==> src/common/tpb_map.vh <==
// register map, field layout, reset values and timing constants of the tx bias and gain configuration bank
`ifndef TPB_MAP_VH
`define TPB_MAP_VH

// ----------------------------------------------------------------------------
// register offsets on the serial control port (5-bit address space)
// ----------------------------------------------------------------------------
`define TPB_ADDR_W              5
`define TPB_REG_W               10
`define TPB_OFS_PA_BIAS_DAC     5'h1c
`define TPB_OFS_TX_GAIN         5'h1d
`define TPB_OFS_TX_LO_PHASE     5'h1e
`define TPB_OFS_TX_DC_CORR      5'h1f

// ----------------------------------------------------------------------------
// reset values
// ----------------------------------------------------------------------------
`define TPB_RST_PA_BIAS_DAC     10'h0c0
`define TPB_RST_TX_GAIN         10'h3f0
`define TPB_RST_TX_LO_PHASE     10'h080
`define TPB_RST_TX_DC_CORR      10'h000
`define TPB_READ_UNMAPPED       10'h000

// ----------------------------------------------------------------------------
// field positions
// ----------------------------------------------------------------------------
`define TPB_DLY_MSB             9
`define TPB_DLY_LSB             6
`define TPB_CUR_MSB             5
`define TPB_CUR_LSB             0
`define TPB_GAIN_MSB            9
`define TPB_GAIN_LSB            4
`define TPB_GAIN_TOP_BIT        9
`define TPB_DC_SRC_BIT          2
`define TPB_SIXTH_SRC_BIT       1
`define TPB_GAIN_SRC_BIT        0
`define TPB_PH_SRC_BIT          5
`define TPB_PH_MSB              4
`define TPB_PH_LSB              0
`define TPB_DCQ_MSB             9
`define TPB_DCQ_LSB             5
`define TPB_DCI_MSB             4
`define TPB_DCI_LSB             0

// ----------------------------------------------------------------------------
// serial frame layout: write flag, 5 address bits, 10 data bits, msb first
// ----------------------------------------------------------------------------
`define TPB_FRAME_LEN           5'h10
`define TPB_HDR_LEN             5'h06
`define TPB_FRAME_WR_BIT        15
`define TPB_FRAME_ADDR_MSB      14
`define TPB_FRAME_ADDR_LSB      10
`define TPB_FRAME_DATA_MSB      9
`define TPB_FRAME_DATA_LSB      0

// ----------------------------------------------------------------------------
// analog scaling and timing
// ----------------------------------------------------------------------------
`define TPB_CUR_STEP_UA         9'h005
`define TPB_DC_FULL_UA          10'h3e0
`define TPB_DC_STEP_SHIFT       5
`define TPB_CLK_PERIOD_NS       10
`define TPB_DLY_STEP_NS         500
`define TPB_DLY_STEP_CYCLES     ((`TPB_DLY_STEP_NS + `TPB_CLK_PERIOD_NS - 1) / `TPB_CLK_PERIOD_NS)
`define TPB_DLY_ZERO_CODE       4'h1

`endif

==> src/rtl/tpb_config_regs.v <==
// tx pa bias, gain, lo phase and dc correction configuration registers with their source selection
`timescale 1ns/10ps
`default_nettype none
`include "tpb_map.vh"

// Function
// - delay code 0 and 1 give no delay, then 0.5us per code to 7.0us
// - dac output current is code times 5uA, zero to 315uA
// - register gain field is attenuation, zero least, all ones greatest and reset
// - gain source bit 0 uses gain pins, 1 uses register gain field
// - sixth gain input from its pin, or from gain field top bit when selected
// - dc offset correction from fuse trim, or from register fields when selected
// - lo i/q phase from internal trim, or from register phase field when selected
// - phase code 0 is +4 degrees, 15 is zero, 31 is -4 degrees
// - q dc code moves current split 32uA per step, 992/0 to 0/992
// - i dc field in low bits uses the same 32uA encoding
// - reset loads 0x0c0, 0x3f0, 0x080 and 0x000 into the four registers
module tpb_config_regs #(
   parameter DLY_STEP_CYCLES = `TPB_DLY_STEP_CYCLES
) (
   input  wire        clk_sys,
   input  wire        nrst,

   // serial control port
   input  wire        spi_cs_n,
   input  wire        spi_sclk,
   input  wire        spi_din,
   output wire        spi_dout,

   // transmit gain pins and pa enable request
   input  wire [4:0]  tx_gain_pins,
   input  wire        sixth_gain_pin,
   input  wire        pa_enable,

   // trim sources (static logic levels)
   input  wire [4:0]  fuse_dc_i,
   input  wire [4:0]  fuse_dc_q,
   input  wire [4:0]  trim_lo_phase,

   // analog controls
   output wire        pa_bias_dac_on,
   output reg  [8:0]  pa_bias_current_ua,
   output reg  [5:0]  tx_gain_atten,
   output reg  [4:0]  tx_dc_i_code,
   output reg  [4:0]  tx_dc_q_code,
   output reg  [9:0]  dc_i_pos_ua,
   output reg  [9:0]  dc_i_neg_ua,
   output reg  [9:0]  dc_q_pos_ua,
   output reg  [9:0]  dc_q_neg_ua,
   output reg  [4:0]  tx_lo_phase_code
);

   // ----------------------------------------------------------------------------
   // declarations
   // ----------------------------------------------------------------------------
   // the four configuration registers
   reg  [`TPB_REG_W-1:0]  pa_bias_dac_config;
   reg  [`TPB_REG_W-1:0]  tx_gain_config;
   reg  [`TPB_REG_W-1:0]  tx_lo_phase_config;
   reg  [`TPB_REG_W-1:0]  tx_dc_correction_config;

   // serial slave ports
   wire                   wr_stb;
   wire [`TPB_ADDR_W-1:0] wr_addr;
   wire [`TPB_REG_W-1:0]  wr_data;

   // read-back path
   wire [`TPB_ADDR_W-1:0] rd_addr;
   reg  [`TPB_REG_W-1:0]  rd_data;

   // pin synchronisers
   reg  [4:0]             gain_pins_s1;
   reg  [4:0]             gain_pins_s2;
   reg                    sixth_s1;
   reg                    sixth_s2;
   reg                    pa_en_s1;
   reg                    pa_en_s2;

   // selected values
   reg  [5:0]             next_atten;
   reg                    next_sixth;
   reg  [4:0]             next_dc_i;
   reg  [4:0]             next_dc_q;
   reg  [4:0]             next_phase;

   // ----------------------------------------------------------------------------
   // helper functions
   // ----------------------------------------------------------------------------
   // negative leg of the dc offset split: 32uA per code step
   // code 0 gives 0uA, code 31 gives 992uA
   function [9:0] dc_neg_ua;
      input [4:0] code;
      begin
         dc_neg_ua = {code, {`TPB_DC_STEP_SHIFT{1'b0}}};
      end
   endfunction

   // positive leg: the full scale minus the negative leg
   // the two legs always sum to 992uA
   function [9:0] dc_pos_ua;
      input [4:0] code;
      begin
         dc_pos_ua = `TPB_DC_FULL_UA - dc_neg_ua(code);
      end
   endfunction

   // register read-back decode; unmapped addresses read as zero
   // offsets are distinct, so order is free
   function [`TPB_REG_W-1:0] read_mux;
      input [`TPB_ADDR_W-1:0] addr;
      input [`TPB_REG_W-1:0]  r_dac;
      input [`TPB_REG_W-1:0]  r_gain;
      input [`TPB_REG_W-1:0]  r_phase;
      input [`TPB_REG_W-1:0]  r_dc;
      begin
         if (addr == `TPB_OFS_PA_BIAS_DAC) begin
            read_mux = r_dac;
         end else if (addr == `TPB_OFS_TX_GAIN) begin
            read_mux = r_gain;
         end else if (addr == `TPB_OFS_TX_LO_PHASE) begin
            read_mux = r_phase;
         end else if (addr == `TPB_OFS_TX_DC_CORR) begin
            read_mux = r_dc;
         end else begin
            read_mux = `TPB_READ_UNMAPPED;
         end
      end
   endfunction

   // ----------------------------------------------------------------------------
   // serial port
   // ----------------------------------------------------------------------------
   // one wr_stb per whole write frame
   tpb_spi_slave u_spi (
      .clk_sys  (clk_sys),
      .nrst     (nrst),
      .spi_cs_n (spi_cs_n),
      .spi_sclk (spi_sclk),
      .spi_din  (spi_din),
      .spi_dout (spi_dout),
      .rd_addr  (rd_addr),
      .rd_data  (rd_data),
      .wr_stb   (wr_stb),
      .wr_addr  (wr_addr),
      .wr_data  (wr_data)
   );

   // read data feeds the slave's shifter, which drives the flop behind the pin
   // it is loaded once the header is in
   always @* begin
      rd_data = read_mux(rd_addr, pa_bias_dac_config, tx_gain_config,
                         tx_lo_phase_config, tx_dc_correction_config);
   end

   // ----------------------------------------------------------------------------
   // register file
   // ----------------------------------------------------------------------------
   // all ten bits are kept as written, reserved ones included, so a read-back
   // shows the controller exactly what it left there
   // unmapped writes change nothing
   // a write lands a cycle after wr_stb
   always @(posedge clk_sys or negedge nrst) begin
      if (!nrst) begin
         pa_bias_dac_config      <= `TPB_RST_PA_BIAS_DAC;
         tx_gain_config          <= `TPB_RST_TX_GAIN;
         tx_lo_phase_config      <= `TPB_RST_TX_LO_PHASE;
         tx_dc_correction_config <= `TPB_RST_TX_DC_CORR;
      end else if (wr_stb) begin
         if (wr_addr == `TPB_OFS_PA_BIAS_DAC) begin
            pa_bias_dac_config <= wr_data;
         end else if (wr_addr == `TPB_OFS_TX_GAIN) begin
            tx_gain_config <= wr_data;
         end else if (wr_addr == `TPB_OFS_TX_LO_PHASE) begin
            tx_lo_phase_config <= wr_data;
         end else if (wr_addr == `TPB_OFS_TX_DC_CORR) begin
            tx_dc_correction_config <= wr_data;
         end
      end
   end

   // ----------------------------------------------------------------------------
   // pin synchronisers
   // ----------------------------------------------------------------------------
   // gain pins are asynchronous to clk_sys; a bus of pins may still be
   // caught mid-change for one cycle, the controller must hold them steady
   // reset levels match the idle pins
   always @(posedge clk_sys or negedge nrst) begin
      if (!nrst) begin
         gain_pins_s1 <= 5'h00;
         gain_pins_s2 <= 5'h00;

         sixth_s1     <= 1'b0;
         sixth_s2     <= 1'b0;

         pa_en_s1     <= 1'b0;
         pa_en_s2     <= 1'b0;
      end else begin
         gain_pins_s1 <= tx_gain_pins;
         gain_pins_s2 <= gain_pins_s1;

         sixth_s1     <= sixth_gain_pin;
         sixth_s2     <= sixth_s1;

         pa_en_s1     <= pa_enable;
         pa_en_s2     <= pa_en_s1;
      end
   end

   // ----------------------------------------------------------------------------
   // pa bias dac
   // ----------------------------------------------------------------------------
   // the timer counts from the synced enable
   // a new code takes effect at once
   // dropping pa_enable stops it at the third clock, once the two synchroniser stages pass it on
   tpb_turn_on_delay #(
      .STEP_CYCLES (DLY_STEP_CYCLES)
   ) u_delay (
      .clk_sys    (clk_sys),
      .nrst       (nrst),
      .enable     (pa_en_s2),
      .delay_code (pa_bias_dac_config[`TPB_DLY_MSB:`TPB_DLY_LSB]),
      .dac_on     (pa_bias_dac_on)
   );

   // ----------------------------------------------------------------------------
   // source selection
   // ----------------------------------------------------------------------------
   // select bits act on the next clock
   always @* begin
      // sixth gain input: its own pin unless handed to the register top bit
      if (tx_gain_config[`TPB_SIXTH_SRC_BIT]) begin
         next_sixth = tx_gain_config[`TPB_GAIN_TOP_BIT];
      end else begin
         next_sixth = sixth_s2;
      end

      // whole gain word: pins or register attenuation field
      // sixth select is moot when gain source is 1
      if (tx_gain_config[`TPB_GAIN_SRC_BIT]) begin
         next_atten = tx_gain_config[`TPB_GAIN_MSB:`TPB_GAIN_LSB];
      end else begin
         next_atten = {next_sixth, gain_pins_s2};
      end

      // dc offset codes: fuse trim or register fields
      // fuse codes are static levels
      if (tx_gain_config[`TPB_DC_SRC_BIT]) begin
         next_dc_i = tx_dc_correction_config[`TPB_DCI_MSB:`TPB_DCI_LSB];
         next_dc_q = tx_dc_correction_config[`TPB_DCQ_MSB:`TPB_DCQ_LSB];
      end else begin
         next_dc_i = fuse_dc_i;
         next_dc_q = fuse_dc_q;
      end

      // lo phase: internal trim or register field; the code passes to the
      // phase network as is, +4 deg at 0, 0 deg at 15, -4 deg at 31
      if (tx_lo_phase_config[`TPB_PH_SRC_BIT]) begin
         next_phase = tx_lo_phase_config[`TPB_PH_MSB:`TPB_PH_LSB];
      end else begin
         next_phase = trim_lo_phase;
      end
   end

   // ----------------------------------------------------------------------------
   // analog control outputs
   // ----------------------------------------------------------------------------
   // registered so the analog side never sees decode glitches; costs one cycle
   // all outputs read zero in reset
   always @(posedge clk_sys or negedge nrst) begin
      if (!nrst) begin
         pa_bias_current_ua <= 9'h000;
         tx_gain_atten      <= 6'h00;
         tx_dc_i_code       <= 5'h00;
         tx_dc_q_code       <= 5'h00;

         dc_i_pos_ua        <= 10'h000;
         dc_i_neg_ua        <= 10'h000;
         dc_q_pos_ua        <= 10'h000;
         dc_q_neg_ua        <= 10'h000;

         tx_lo_phase_code   <= 5'h00;
      end else begin
         pa_bias_current_ua <= {3'h0, pa_bias_dac_config[`TPB_CUR_MSB:`TPB_CUR_LSB]}
                               * `TPB_CUR_STEP_UA;

         tx_gain_atten      <= next_atten;
         tx_dc_i_code       <= next_dc_i;
         tx_dc_q_code       <= next_dc_q;
         // dc legs from the selected codes
         dc_i_pos_ua        <= dc_pos_ua(next_dc_i);
         dc_i_neg_ua        <= dc_neg_ua(next_dc_i);
         dc_q_pos_ua        <= dc_pos_ua(next_dc_q);
         dc_q_neg_ua        <= dc_neg_ua(next_dc_q);

         tx_lo_phase_code   <= next_phase;
      end
   end

endmodule // tpb_config_regs
`default_nettype wire

==> src/rtl/tpb_spi_slave.v <==
// serial control port slave: pin synchronisers, frame shifter, write strobe and read-back shifter
`timescale 1ns/10ps
`default_nettype none
`include "tpb_map.vh"

module tpb_spi_slave (
   input  wire                     clk_sys,
   input  wire                     nrst,
   input  wire                     spi_cs_n,
   input  wire                     spi_sclk,
   input  wire                     spi_din,
   output reg                      spi_dout,
   output wire [`TPB_ADDR_W-1:0]   rd_addr,
   input  wire [`TPB_REG_W-1:0]    rd_data,
   output reg                      wr_stb,
   output reg  [`TPB_ADDR_W-1:0]   wr_addr,
   output reg  [`TPB_REG_W-1:0]    wr_data
);

   // ----------------------------------------------------------------------------
   // pin synchronisers
   // ----------------------------------------------------------------------------
   reg        cs_s1, cs_s2;
   reg        sck_s1, sck_s2, sck_d;
   reg        din_s1, din_s2;
   reg [15:0] shift;
   reg [4:0]  bit_cnt;
   reg        load_pend;
   reg [`TPB_REG_W-1:0] tx_shift;
   wire       sck_rise = sck_s2 & ~sck_d;
   wire       sck_fall = ~sck_s2 & sck_d;
   wire [15:0] next_shift = {shift[14:0], din_s2};

   // first stage is read only by the second stage
   always @(posedge clk_sys or negedge nrst) begin
      if (!nrst) begin
         cs_s1  <= 1'b1;
         cs_s2  <= 1'b1;
         sck_s1 <= 1'b0;
         sck_s2 <= 1'b0;
         sck_d  <= 1'b0;
         din_s1 <= 1'b0;
         din_s2 <= 1'b0;
      end else begin
         cs_s1  <= spi_cs_n;
         cs_s2  <= cs_s1;
         sck_s1 <= spi_sclk;
         sck_s2 <= sck_s1;
         sck_d  <= sck_s2;
         din_s1 <= spi_din;
         din_s2 <= din_s1;
      end
   end

   // address is live from the shifter once the header is in
   assign rd_addr = shift[`TPB_ADDR_W-1:0];

   // ----------------------------------------------------------------------------
   // frame shifter
   // ----------------------------------------------------------------------------
   // bits past the sixteenth are ignored; a frame cut short by cs never writes
   always @(posedge clk_sys or negedge nrst) begin
      if (!nrst) begin
         shift     <= 16'h0000;
         bit_cnt   <= 5'h00;
         load_pend <= 1'b0;
         wr_stb    <= 1'b0;
         wr_addr   <= {`TPB_ADDR_W{1'b0}};
         wr_data   <= {`TPB_REG_W{1'b0}};
      end else begin
         wr_stb    <= 1'b0;
         load_pend <= 1'b0;
         if (cs_s2) begin
            bit_cnt <= 5'h00;
         end else if (sck_rise && bit_cnt != `TPB_FRAME_LEN) begin
            shift   <= next_shift;
            bit_cnt <= bit_cnt + 5'h01;
            if (bit_cnt == `TPB_HDR_LEN - 5'h01 && !shift[`TPB_ADDR_W-1]) begin
               load_pend <= 1'b1;          // read header complete
            end
            if (bit_cnt == `TPB_FRAME_LEN - 5'h01 && next_shift[`TPB_FRAME_WR_BIT]) begin
               wr_stb  <= 1'b1;
               wr_addr <= next_shift[`TPB_FRAME_ADDR_MSB:`TPB_FRAME_ADDR_LSB];
               wr_data <= next_shift[`TPB_FRAME_DATA_MSB:`TPB_FRAME_DATA_LSB];
            end
         end
      end
   end

   // ----------------------------------------------------------------------------
   // read-back shifter
   // ----------------------------------------------------------------------------
   // data changes on falling sclk so the controller can sample on rising sclk
   always @(posedge clk_sys or negedge nrst) begin
      if (!nrst) begin
         tx_shift <= {`TPB_REG_W{1'b0}};
         spi_dout <= 1'b0;
      end else if (cs_s2) begin
         tx_shift <= {`TPB_REG_W{1'b0}};
         spi_dout <= 1'b0;
      end else if (load_pend) begin
         tx_shift <= rd_data;
      end else if (sck_fall && bit_cnt >= `TPB_HDR_LEN) begin
         spi_dout <= tx_shift[`TPB_REG_W-1];
         tx_shift <= {tx_shift[`TPB_REG_W-2:0], 1'b0};
      end
   end

endmodule // tpb_spi_slave
`default_nettype wire

==> src/rtl/tpb_turn_on_delay.v <==
// pa bias dac turn-on delay timer
`timescale 1ns/10ps
`default_nettype none
`include "tpb_map.vh"

module tpb_turn_on_delay #(
   parameter STEP_CYCLES = `TPB_DLY_STEP_CYCLES
) (
   input  wire       clk_sys,
   input  wire       nrst,
   input  wire       enable,
   input  wire [3:0] delay_code,
   output reg        dac_on
);

   reg  [9:0] count;
   reg  [9:0] target;

   // ----------------------------------------------------------------------------
   // target: codes 0 and 1 give no delay, then one half-microsecond per code
   // ----------------------------------------------------------------------------
   always @* begin
      if (delay_code <= `TPB_DLY_ZERO_CODE) begin
         target = 10'h000;
      end else begin
         target = {6'h00, delay_code - `TPB_DLY_ZERO_CODE} * STEP_CYCLES[9:0];
      end
   end

   // count while enabled; dropping enable turns the dac off at once
   always @(posedge clk_sys or negedge nrst) begin
      if (!nrst) begin
         count  <= 10'h000;
         dac_on <= 1'b0;
      end else if (!enable) begin
         count  <= 10'h000;
         dac_on <= 1'b0;
      end else if (count >= target) begin
         dac_on <= 1'b1;
      end else begin
         count  <= count + 10'h001;
      end
   end

endmodule // tpb_turn_on_delay
`default_nettype wire

==> config.mk <==
export PLATFORM = sky130hd
export DESIGN_NAME = tpb_config_regs
export DESIGN_NICKNAME = d
export VERILOG_FILES = /design/src/rtl/tpb_config_regs.v /design/src/rtl/tpb_spi_slave.v /design/src/rtl/tpb_turn_on_delay.v
export VERILOG_INCLUDE_DIRS = /design/src /design/src/common
export SDC_FILE = /design/constraint.sdc
export NUM_CORES = 1
export LEC_CHECK = 0
export ABC_AREA = 1
export CORE_AREA = 3 3 117 119
export CTS_CLUSTER_DIAMETER = 50
export CTS_CLUSTER_SIZE = 16
export DETAILED_ROUTE_END_ITERATION = 16
export DIE_AREA = 0 0 120 122
export DONT_BUFFER_PORTS = 1
export PLACE_DENSITY = 0.69
export SYNTH_ARGS = -nofsm -noshare
export SYNTH_HDL_FRONTEND = slang
export SYNTH_SLANG_ARGS = --single-unit
==> constraint.sdc <==
create_clock -name clk_sys -period 10.6 [get_ports clk_sys]
set_input_delay 3.18 -clock clk_sys [delete_from_list [all_inputs] [get_ports clk_sys]]
set_output_delay 3.18 -clock clk_sys [all_outputs]
set_load 0.05 [all_outputs]
==> metrics.md, run 1 <==
| Metric | Value |
|---|---|
| Fin crit share | a little over two fifths |
| Postcts setup bufs | 0 |
| Largest family of logic cells by synthesized area | simple AND/OR/NAND/NOR gates |
| Yosys cell types | 36 |
| Share of cells above drive strength 1 | approximately 8.8% |
| GPL Wtd Cong | 0.869 |
| Core Footprint | roughly 13000 µm² |
| Top post-synthesis cells by count | nand2_1 (209), dfrtp_1 (149), o21ai_0 (81) |
| Reg power frac | 51.3% |
| Fin nets | 848 |
| Max clock buf depth | 2 |
| Utilization after layout | 61.7% |
| DRC | 0 |
| Post-route minimum period | 4.53 ns |
| Row count | 41 |
| Synth Flop Type | dfrtp_1 |
| Synth Area in Compound Gates | ~8.1% |
| R2r startpoint | pa_bias_dac_config[6] |
| Num Clock Sinks | 160 |
| Max-slew violations | 0 |
| Placed cells | roughly 940 |
| Proportion of synthesized area in mux cells | 0.463% |
| Yosys warnings | 0 |
| Worst skew pair latency | 0.43 ns |
| CTS tree | done |
| Simple-gate share of the synthesized area | 19.7% |
| Static leakage | 3.65 nW |
| Setup tns final | 0 ns |
| CTS-repair resized insts | 0 |
| CP max FO | 2 |
| Switching pwr | 0.345 mW |
| Most numerous cell in the Yosys netlist | nand2_1 |
| Grt ovf | 0 |
| Area growth from synthesis to layout | 7.21% |
| N_diodes | 0 |
| Setup WS pre-CTS | 6.40 ns |
| Per-cell routed wire length | 15.1 µm |
| PortBufs | 0 |
| Final cell count without fillers | 971 |
| Critical path depth | 0 |
| Switching part of the total power | 26.1% |
| Crit Reg-Reg Endpoint | u_delay.count[8] |
| Design area | 7820 µm² |
| Top-area cell type share of the netlist area | 51.1% |
| Post-synth EDFFs | 0 |
| Outcome | finished clean |
| Crit path to | dc_q_neg_ua[9] |
| Initial core utilization | a little under three fifths |
| CTS Hold Bufs | 0 |
| CTS clk-pin slew, worst paths | 0.06 ns |
| Placed Area | between 7000 and 8000 µm² |
| Hold Crit Depth | 0 |
| Largest net degree at the start of global routing | around 160 |
| Cells after Synth | 802 |
| R2R cell count | 18 |
| Max_cap viols | 0 |
| Reg2reg setup slack | between 6 and 7 ns |
| Worst endpoint required time | 7.42 ns |
| Seq/Total Area, Yosys | 55.1% |
| Routed WL | 14600 µm |
| Nature of the critical path endpoint | output pin |
| Die height | 122 µm |
| Final-layout fill cell count | 1064 |
| Hold Slack | 0.346 ns |
| Avg Inst Size Synth | 9.09 µm² |
| Crit path kind | flip-flop to output pin |
| Post-Route Skew | 0.00755 ns |
| Worst VDD drop | between 0.1 and 0.15 mV |
| Overall global routing resource usage | between 20 and 25% |
| Critical path launch point type | flip-flop |
| CTS Root Cell | clkbuf_16 |
| Xor and xnor area share after synthesis | 1.68% |
| Headroom to the max-slew limit | 40.3% |
| F_max | roughly 0.22 GHz |
| I/O pins | 99 |
| Initial antenna violation count | 0 |
| Post-DP HPWL | 10300 µm |
| Adder and majority gate portion of the synthesized area | 6.21% |
| CTS Buf Count | 17 |
| Post-synthesis cell area | around 7300 µm² |
| Setup ws final | 6.07 ns |
| Async set-or-reset flop fraction in the synthesized netlist | 100% |
| PwrDens | 169 nW/µm² |
| CTS H-Tree Depth | 4 |
| First-pass GRT wire length | 24800 µm |
| Crit path arrival time | between 1 and 1.5 ns |
| Final Hold Viols | 0 |
| P_int | 0.977 mW |
| Final Total Pwr | between 1 and 1.5 mW |
| Finish-stage setup viols | 0 |
| Worst Tran Pin Value | approximately 0.90 ns |
| Combinational share of power | 4.1% |
| DIE AREA | 14600 µm² |
| FF+latch count, synth | 160 |
| Unrepaired setup endpoints after global routing | false |
| Cell taking the most area after synthesis | dfrtp_1 |
| 1st-iter DRT viols | around 470 |
| Via count | 5176 |
| Vias in the first global route | 4934 |
| Crit path from | dc_q_neg_ua[9] |
| Antenna-violating nets left | 0 |
| Hold Path Class | flip-flop to flip-flop |
| DR vias/cell | 5.33 |
| Die width | 120 µm |
| Share of total power in the clock network | 44.6% |
| 1st-pass router iterations | 5 |
| Largest cells by area after synthesis | dfrtp_1 (51%), nand2_1 (11%), ha_1 (5.7%) |
==> placed cells by master (no fill, tap or decap), drive strengths merged <==
| cell type | count |
|---|---|
| o22ai | 2 |
| mux2 | 3 |
| conb | 20 |
| nor2 | 63 |
| or2 | 12 |
| o211ai | 6 |
| o21bai | 1 |
| a21o | 1 |
| bufinv | 1 |
| clkinv | 6 |
| xor2 | 7 |
| a31oi | 1 |
| nand3 | 45 |
| fa | 2 |
| nor3 | 7 |
| dfrtp | 149 |
| ha | 33 |
| dfstp | 11 |
| clkinvlp | 4 |
| nand2 | 210 |
| xnor2 | 7 |
| clkbuf | 19 |
| inv | 83 |
| o21ai | 93 |
| nand4 | 4 |
| a21oi | 9 |
==> flip-flops by register name (all words and copies together), names as in the netlist, 9 cells and up <==
name	cells
u_spi.tx_shift	10
pa_bias_dac_config	10
read_mux.r_phase	10
u_delay.count	10
read_mux.r_gain	10
pa_bias_current_ua	9
read_mux.r_dc	10
u_spi.wr_data	10
u_spi.shift	15
==> power by group through the flow <==
stage | registers (mW) | clock network, mW | logic (mW)
finish | 0.678 | 0.589 | 0.0542
global route | 0.680 | 0.628 | 0.0615
CTS | 0.679 | 0.600 | 0.0544
detailed placement | 0.690 | 0 | 0.0539
global placement | 0.689 | 0 | 0.0522
floorplan | 0.678 | 0 | 0.0641
==> cells by family (layout without fill, tap and decap cells) <==
logic type               count (synthesis)  count (layout)
XOR/XNOR                                14              14
AND/OR/NAND/NOR                        341             341
flip-flops                             160             160
buffers and inverters                  135             113
adder cells (fa/ha/maj)                 35              35
AO/OA/AOI/OAI                          113             113
multiplexers                             3               3
other                                    1              20
==> worst min-delay path by stage <==
stage	startpoint	end
finish	u_spi.sck_s1	u_spi.sck_s2
global route	u_spi.sck_s1	u_spi.sck_s2
CTS	u_spi.sck_s1	u_spi.sck_s2
detailed placement	u_spi.sck_s1	u_spi.sck_s2
global placement	gain_pins_s1[1]	gain_pins_s2[1]
floorplan	gain_pins_s1[0]	gain_pins_s2[0]
==> layer usage <==
layer,vias to the layer above,global-route usage (%),wire length (µm)
met5,-,0,0
met4,0,8.23,314
met3,28,4.27,779
met2,167,35.8,7450
met1,2512,27.8,6080
li1,2469,-,-
==> cell type report <==
| cell class | instances | area (µm²) | share of cell area [%] |
|---|---|---|---|
| clock buffer | 19 | 443 | 5.66 |
| clock inverter | 13 | 128 | 1.63 |
| tap | 172 | 215 | 2.75 |
| multi-input combinational | 526 | 2710 | 34.7 |
| sequential | 160 | 4020 | 51.4 |
| inverter | 81 | 304 | 3.89 |
Note: power is estimated with default switching activity, not from simulation.
==> run 2, diff against run 1 <==
Settings changed: ABC_AREA 1 to 0, CORE_AREA 3 3 117 119 to 3 3 115 117, DIE_AREA 0 0 120 122 to 0 0 118 120, PLACE_DENSITY 0.69 to 0.72.
Clock period 10.6 ns to 3.8 ns, I/O delays scaled along.
==> metrics.md, run 2 <==
| Metric | Value |
|---|---|
| Die width | roughly 120 µm |
| GPL Wtd Cong | 0.769 |
| Final Hold Viols | 0 |
| DRC | 0 |
| Num Clock Sinks | 160 |
| Post-DP HPWL | 8200 µm |
| F_max | 0.273 GHz |
| Initial antenna violation count | 0 |
| CTS Root Cell | clkbuf_16 |
| Max-slew violations | 0 |
| Worst endpoint required time | between 4 and 5 ns |
| Yosys cell types | 46 |
| Seq/Total Area, Yosys | a little under three fifths |
| Antenna-violating nets left | 0 |
| Worst skew pair latency | 0.42 ns |
| Die height | 120 µm |
| Final-layout fill cell count | between 900 and 1000 |
| Row count | just over 40 |
| Max clock buf depth | 2 |
| Combinational share of power | 3.7% |
| Post-route minimum period | 3.67 ns |
| P_int | 2.97 mW |
| Most frequent cells in the layout | dfrtp_1 (149), mux2_2 (70), inv_1 (31) |
| Fin nets | 586 |
| Routed WL | between 10000 and 15000 µm |
| Reg power frac | 50.4% |
| Initial core utilization | 56.3% |
| Hold worst-path end | u_spi.din_s2 |
| FF+latch area | 4020 µm² |
| Crit Reg-Reg Endpoint | u_delay.count[4] |
| Nature of the critical path endpoint | flip-flop |
| PwrDens | 496 nW/µm² |
| Final cell count without fillers | 709 |
| CTS H-Tree Depth | 4 |
| Top-area cell type share of the netlist area | 53.1% |
| Hold Crit Depth | 0 |
| N_diodes | 0 |
| Async set-or-reset flop fraction in the synthesized netlist | 100% |
| CP max FO | 7 |
| Max_cap viols | 0 |
| CTS clk-pin slew, worst paths | 0.06 ns |
| DR vias/cell | approximately 5.4 |
| Avg Inst Size Synth | about 13 µm² |
| Static leakage | between 3 and 4 nW |
| Crit path arrival time | 4.00 ns |
| Biggest register | u_spi.shift |
| Largest net degree at the start of global routing | 161 |
| Multi-input logic area | 2730 µm² |
| Largest cells by area after synthesis | dfrtp_1 (53%), mux2_2 (11%), ha_1 (5.9%) |
| Critical path launch point type | flip-flop |
| Hold Path Class | flip-flop to flip-flop |
| Post-Route Skew | 0.00868 ns |
| R2r startpoint | pa_bias_dac_config[6] |
| Cells after Synth | approximately 520 |
| First-pass GRT wire length | 20400 µm |
| CTS Buf Count | 17 |
| Overall global routing resource usage | 18.5% |
| Switching part of the total power | a little under a quarter |
| Synth Flop Type | dfrtp_1 |
| Most numerous cell in the Yosys netlist | dfrtp_1 |
| Outcome | finished clean |
| Worst Tran Pin Value | around 1.1 ns |
| CTS tree | done |
| CTS Hold Bufs | 0 |
| Utilization after layout | 62.5% |
| FF+latch count, synth | 160 |
| Post-synthesis cell area | about 7000 µm² |
| Yosys warnings | 0 |
| Setup tns final | 0 ns |
| DIE AREA | 14200 µm² |
| Post-synth EDFFs | 0 |
| Area growth from synthesis to layout | 11.1% |
| Fin crit share | a little over nine tenths |
| Max reg flops | 15 |
| 1st-iter DRT viols | around 200 |
| Headroom to the max-slew limit | 24.6% |
| 1st-pass router iterations | 4 |
| Cell taking the most area after synthesis | dfrtp_1 |
| Worst VDD drop | 0.353 mV |
| Core Footprint | approximately 12000 µm² |
| Finish-stage setup viols | 0 |
| Placed cells | 675 |
| R2R cell count | 16 |
| I/O pins | 99 |
| Share of total power in the clock network | a little under half |
| Most common cell after layout, fill and taps aside | dfrtp_1 |
| Hold path start | u_spi.din_s1 |
| Vias in the first global route | 3918 |
| Final Total Pwr | approximately 3.9 mW |
| Top post-synthesis cells by count | dfrtp_1 (149), mux2_2 (70), ha_1 (33), inv_1 (33), buf_4 (32) |
| Grt ovf | 0 |
| Via count | about 3800 |
| Per-cell routed wire length | 17.6 µm |
| Reg2reg setup slack | 0.13 ns |
| Share of cells above drive strength 1 | between 20 and 30% |
| Switching pwr | 0.889 mW |
| Crit path kind | flip-flop to flip-flop |
| PortBufs | 0 |
-- run 2: cell count changes after synthesis, sizes merged, moves of 20 or more --
cell	previous run	this run
mux2i	0	20
o21ai	93	12
inv	78	33
mux2	3	79
nand2	210	21
nand3	45	7
nor2	63	19
-- run 2: cell families after synthesis --
kind of cell / share of synthesized area, %
flops: 57.2
mux: 18.7
buf+inv: 6.17
simple gates: 5.17
compound gates: 4.55
fa+ha+maj: 6.45
xor+xnor: 1.62
other cells: 0.0534
-- run 2: repair_timing --
item,4_1_cts,5_1_grt
gates cloned,0,1
pin swaps,0,13
endpoints found under the setup margin,2,8
gates resized for setup,2,20
setup buffers,0,1
-- run 2: how the worst max path moves through the flow --
stage                           from          endpoint  slack (ns)  cells past startpoint
6_report       pa_bias_dac_config[6]  u_delay.count[4]        0.13                     16
3_5_place_dp   pa_bias_dac_config[7]  u_delay.count[6]      -0.004                     15
3_3_place_gp   pa_bias_dac_config[6]  u_delay.count[9]        0.12                     15
5_1_grt        pa_bias_dac_config[7]  u_delay.count[6]      -0.009                     16
2_1_floorplan  pa_bias_dac_config[6]  u_delay.count[0]        0.05                     16
4_1_cts        pa_bias_dac_config[6]  u_delay.count[6]        0.01                     17
-- run 2: per-layer routing --
layer	track usage [%]	vias to the layer above	wire [µm]
li1	-	1774	-
met1	25.1	1947	5630
met2	29.1	86	6100
met3	5.14	17	602
met4	6.45	0	164
met5	0	-	0
-- run 2: metrics by stage --
step | area (µm²) | setup WS (ns) | hold WS, ns
floorplan | 7090 | 0.0516 | 0.331
global placement | 7060 | 0.117 | 0.331
detailed placement | 7060 | -0.00410 | 0.337
CTS | 7690 | 0.0106 | 0.351
global route | 7800 | -0.00880 | 0.363
finish | 7800 | 0.132 | 0.348
-- run 2: cell type report --
cell class,instances,area share [%]
sequential,160,51.5
multi-input combinational,301,35.0
clock buffer,22,5.95
tap,172,2.76
clock inverter,10,2.04
inverter,34,1.64
timing repair buffer,10,1.09
-- run 2: worst max-delay path, cell delays in order, from the launching register on --
cell      delay, ns
dfstp_2        0.53
buf_4          0.13
nor3_2         0.04
xor2_1         0.21
ha_2           0.23
ha_4           0.17
fa_2           0.41
xor2_1         0.16
nand2_1        0.08
ha_1           0.34
a211oi_2       0.23
a32o_1         0.20
a31oi_2        0.05
buf_4          0.17
buf_12         0.13
or3_1          0.36
a21oi_2        0.15
-- run 2: power groups by stage --
stage / registers, mW / clock network (mW) / logic [mW]
2_1_floorplan: 1.91 / 0 / 0.196
3_3_place_gp: 1.98 / 0 / 0.137
3_5_place_dp: 1.98 / 0 / 0.143
4_1_cts: 1.95 / 1.80 / 0.143
5_1_grt: 1.96 / 1.88 / 0.154
6_report: 1.95 / 1.77 / 0.143
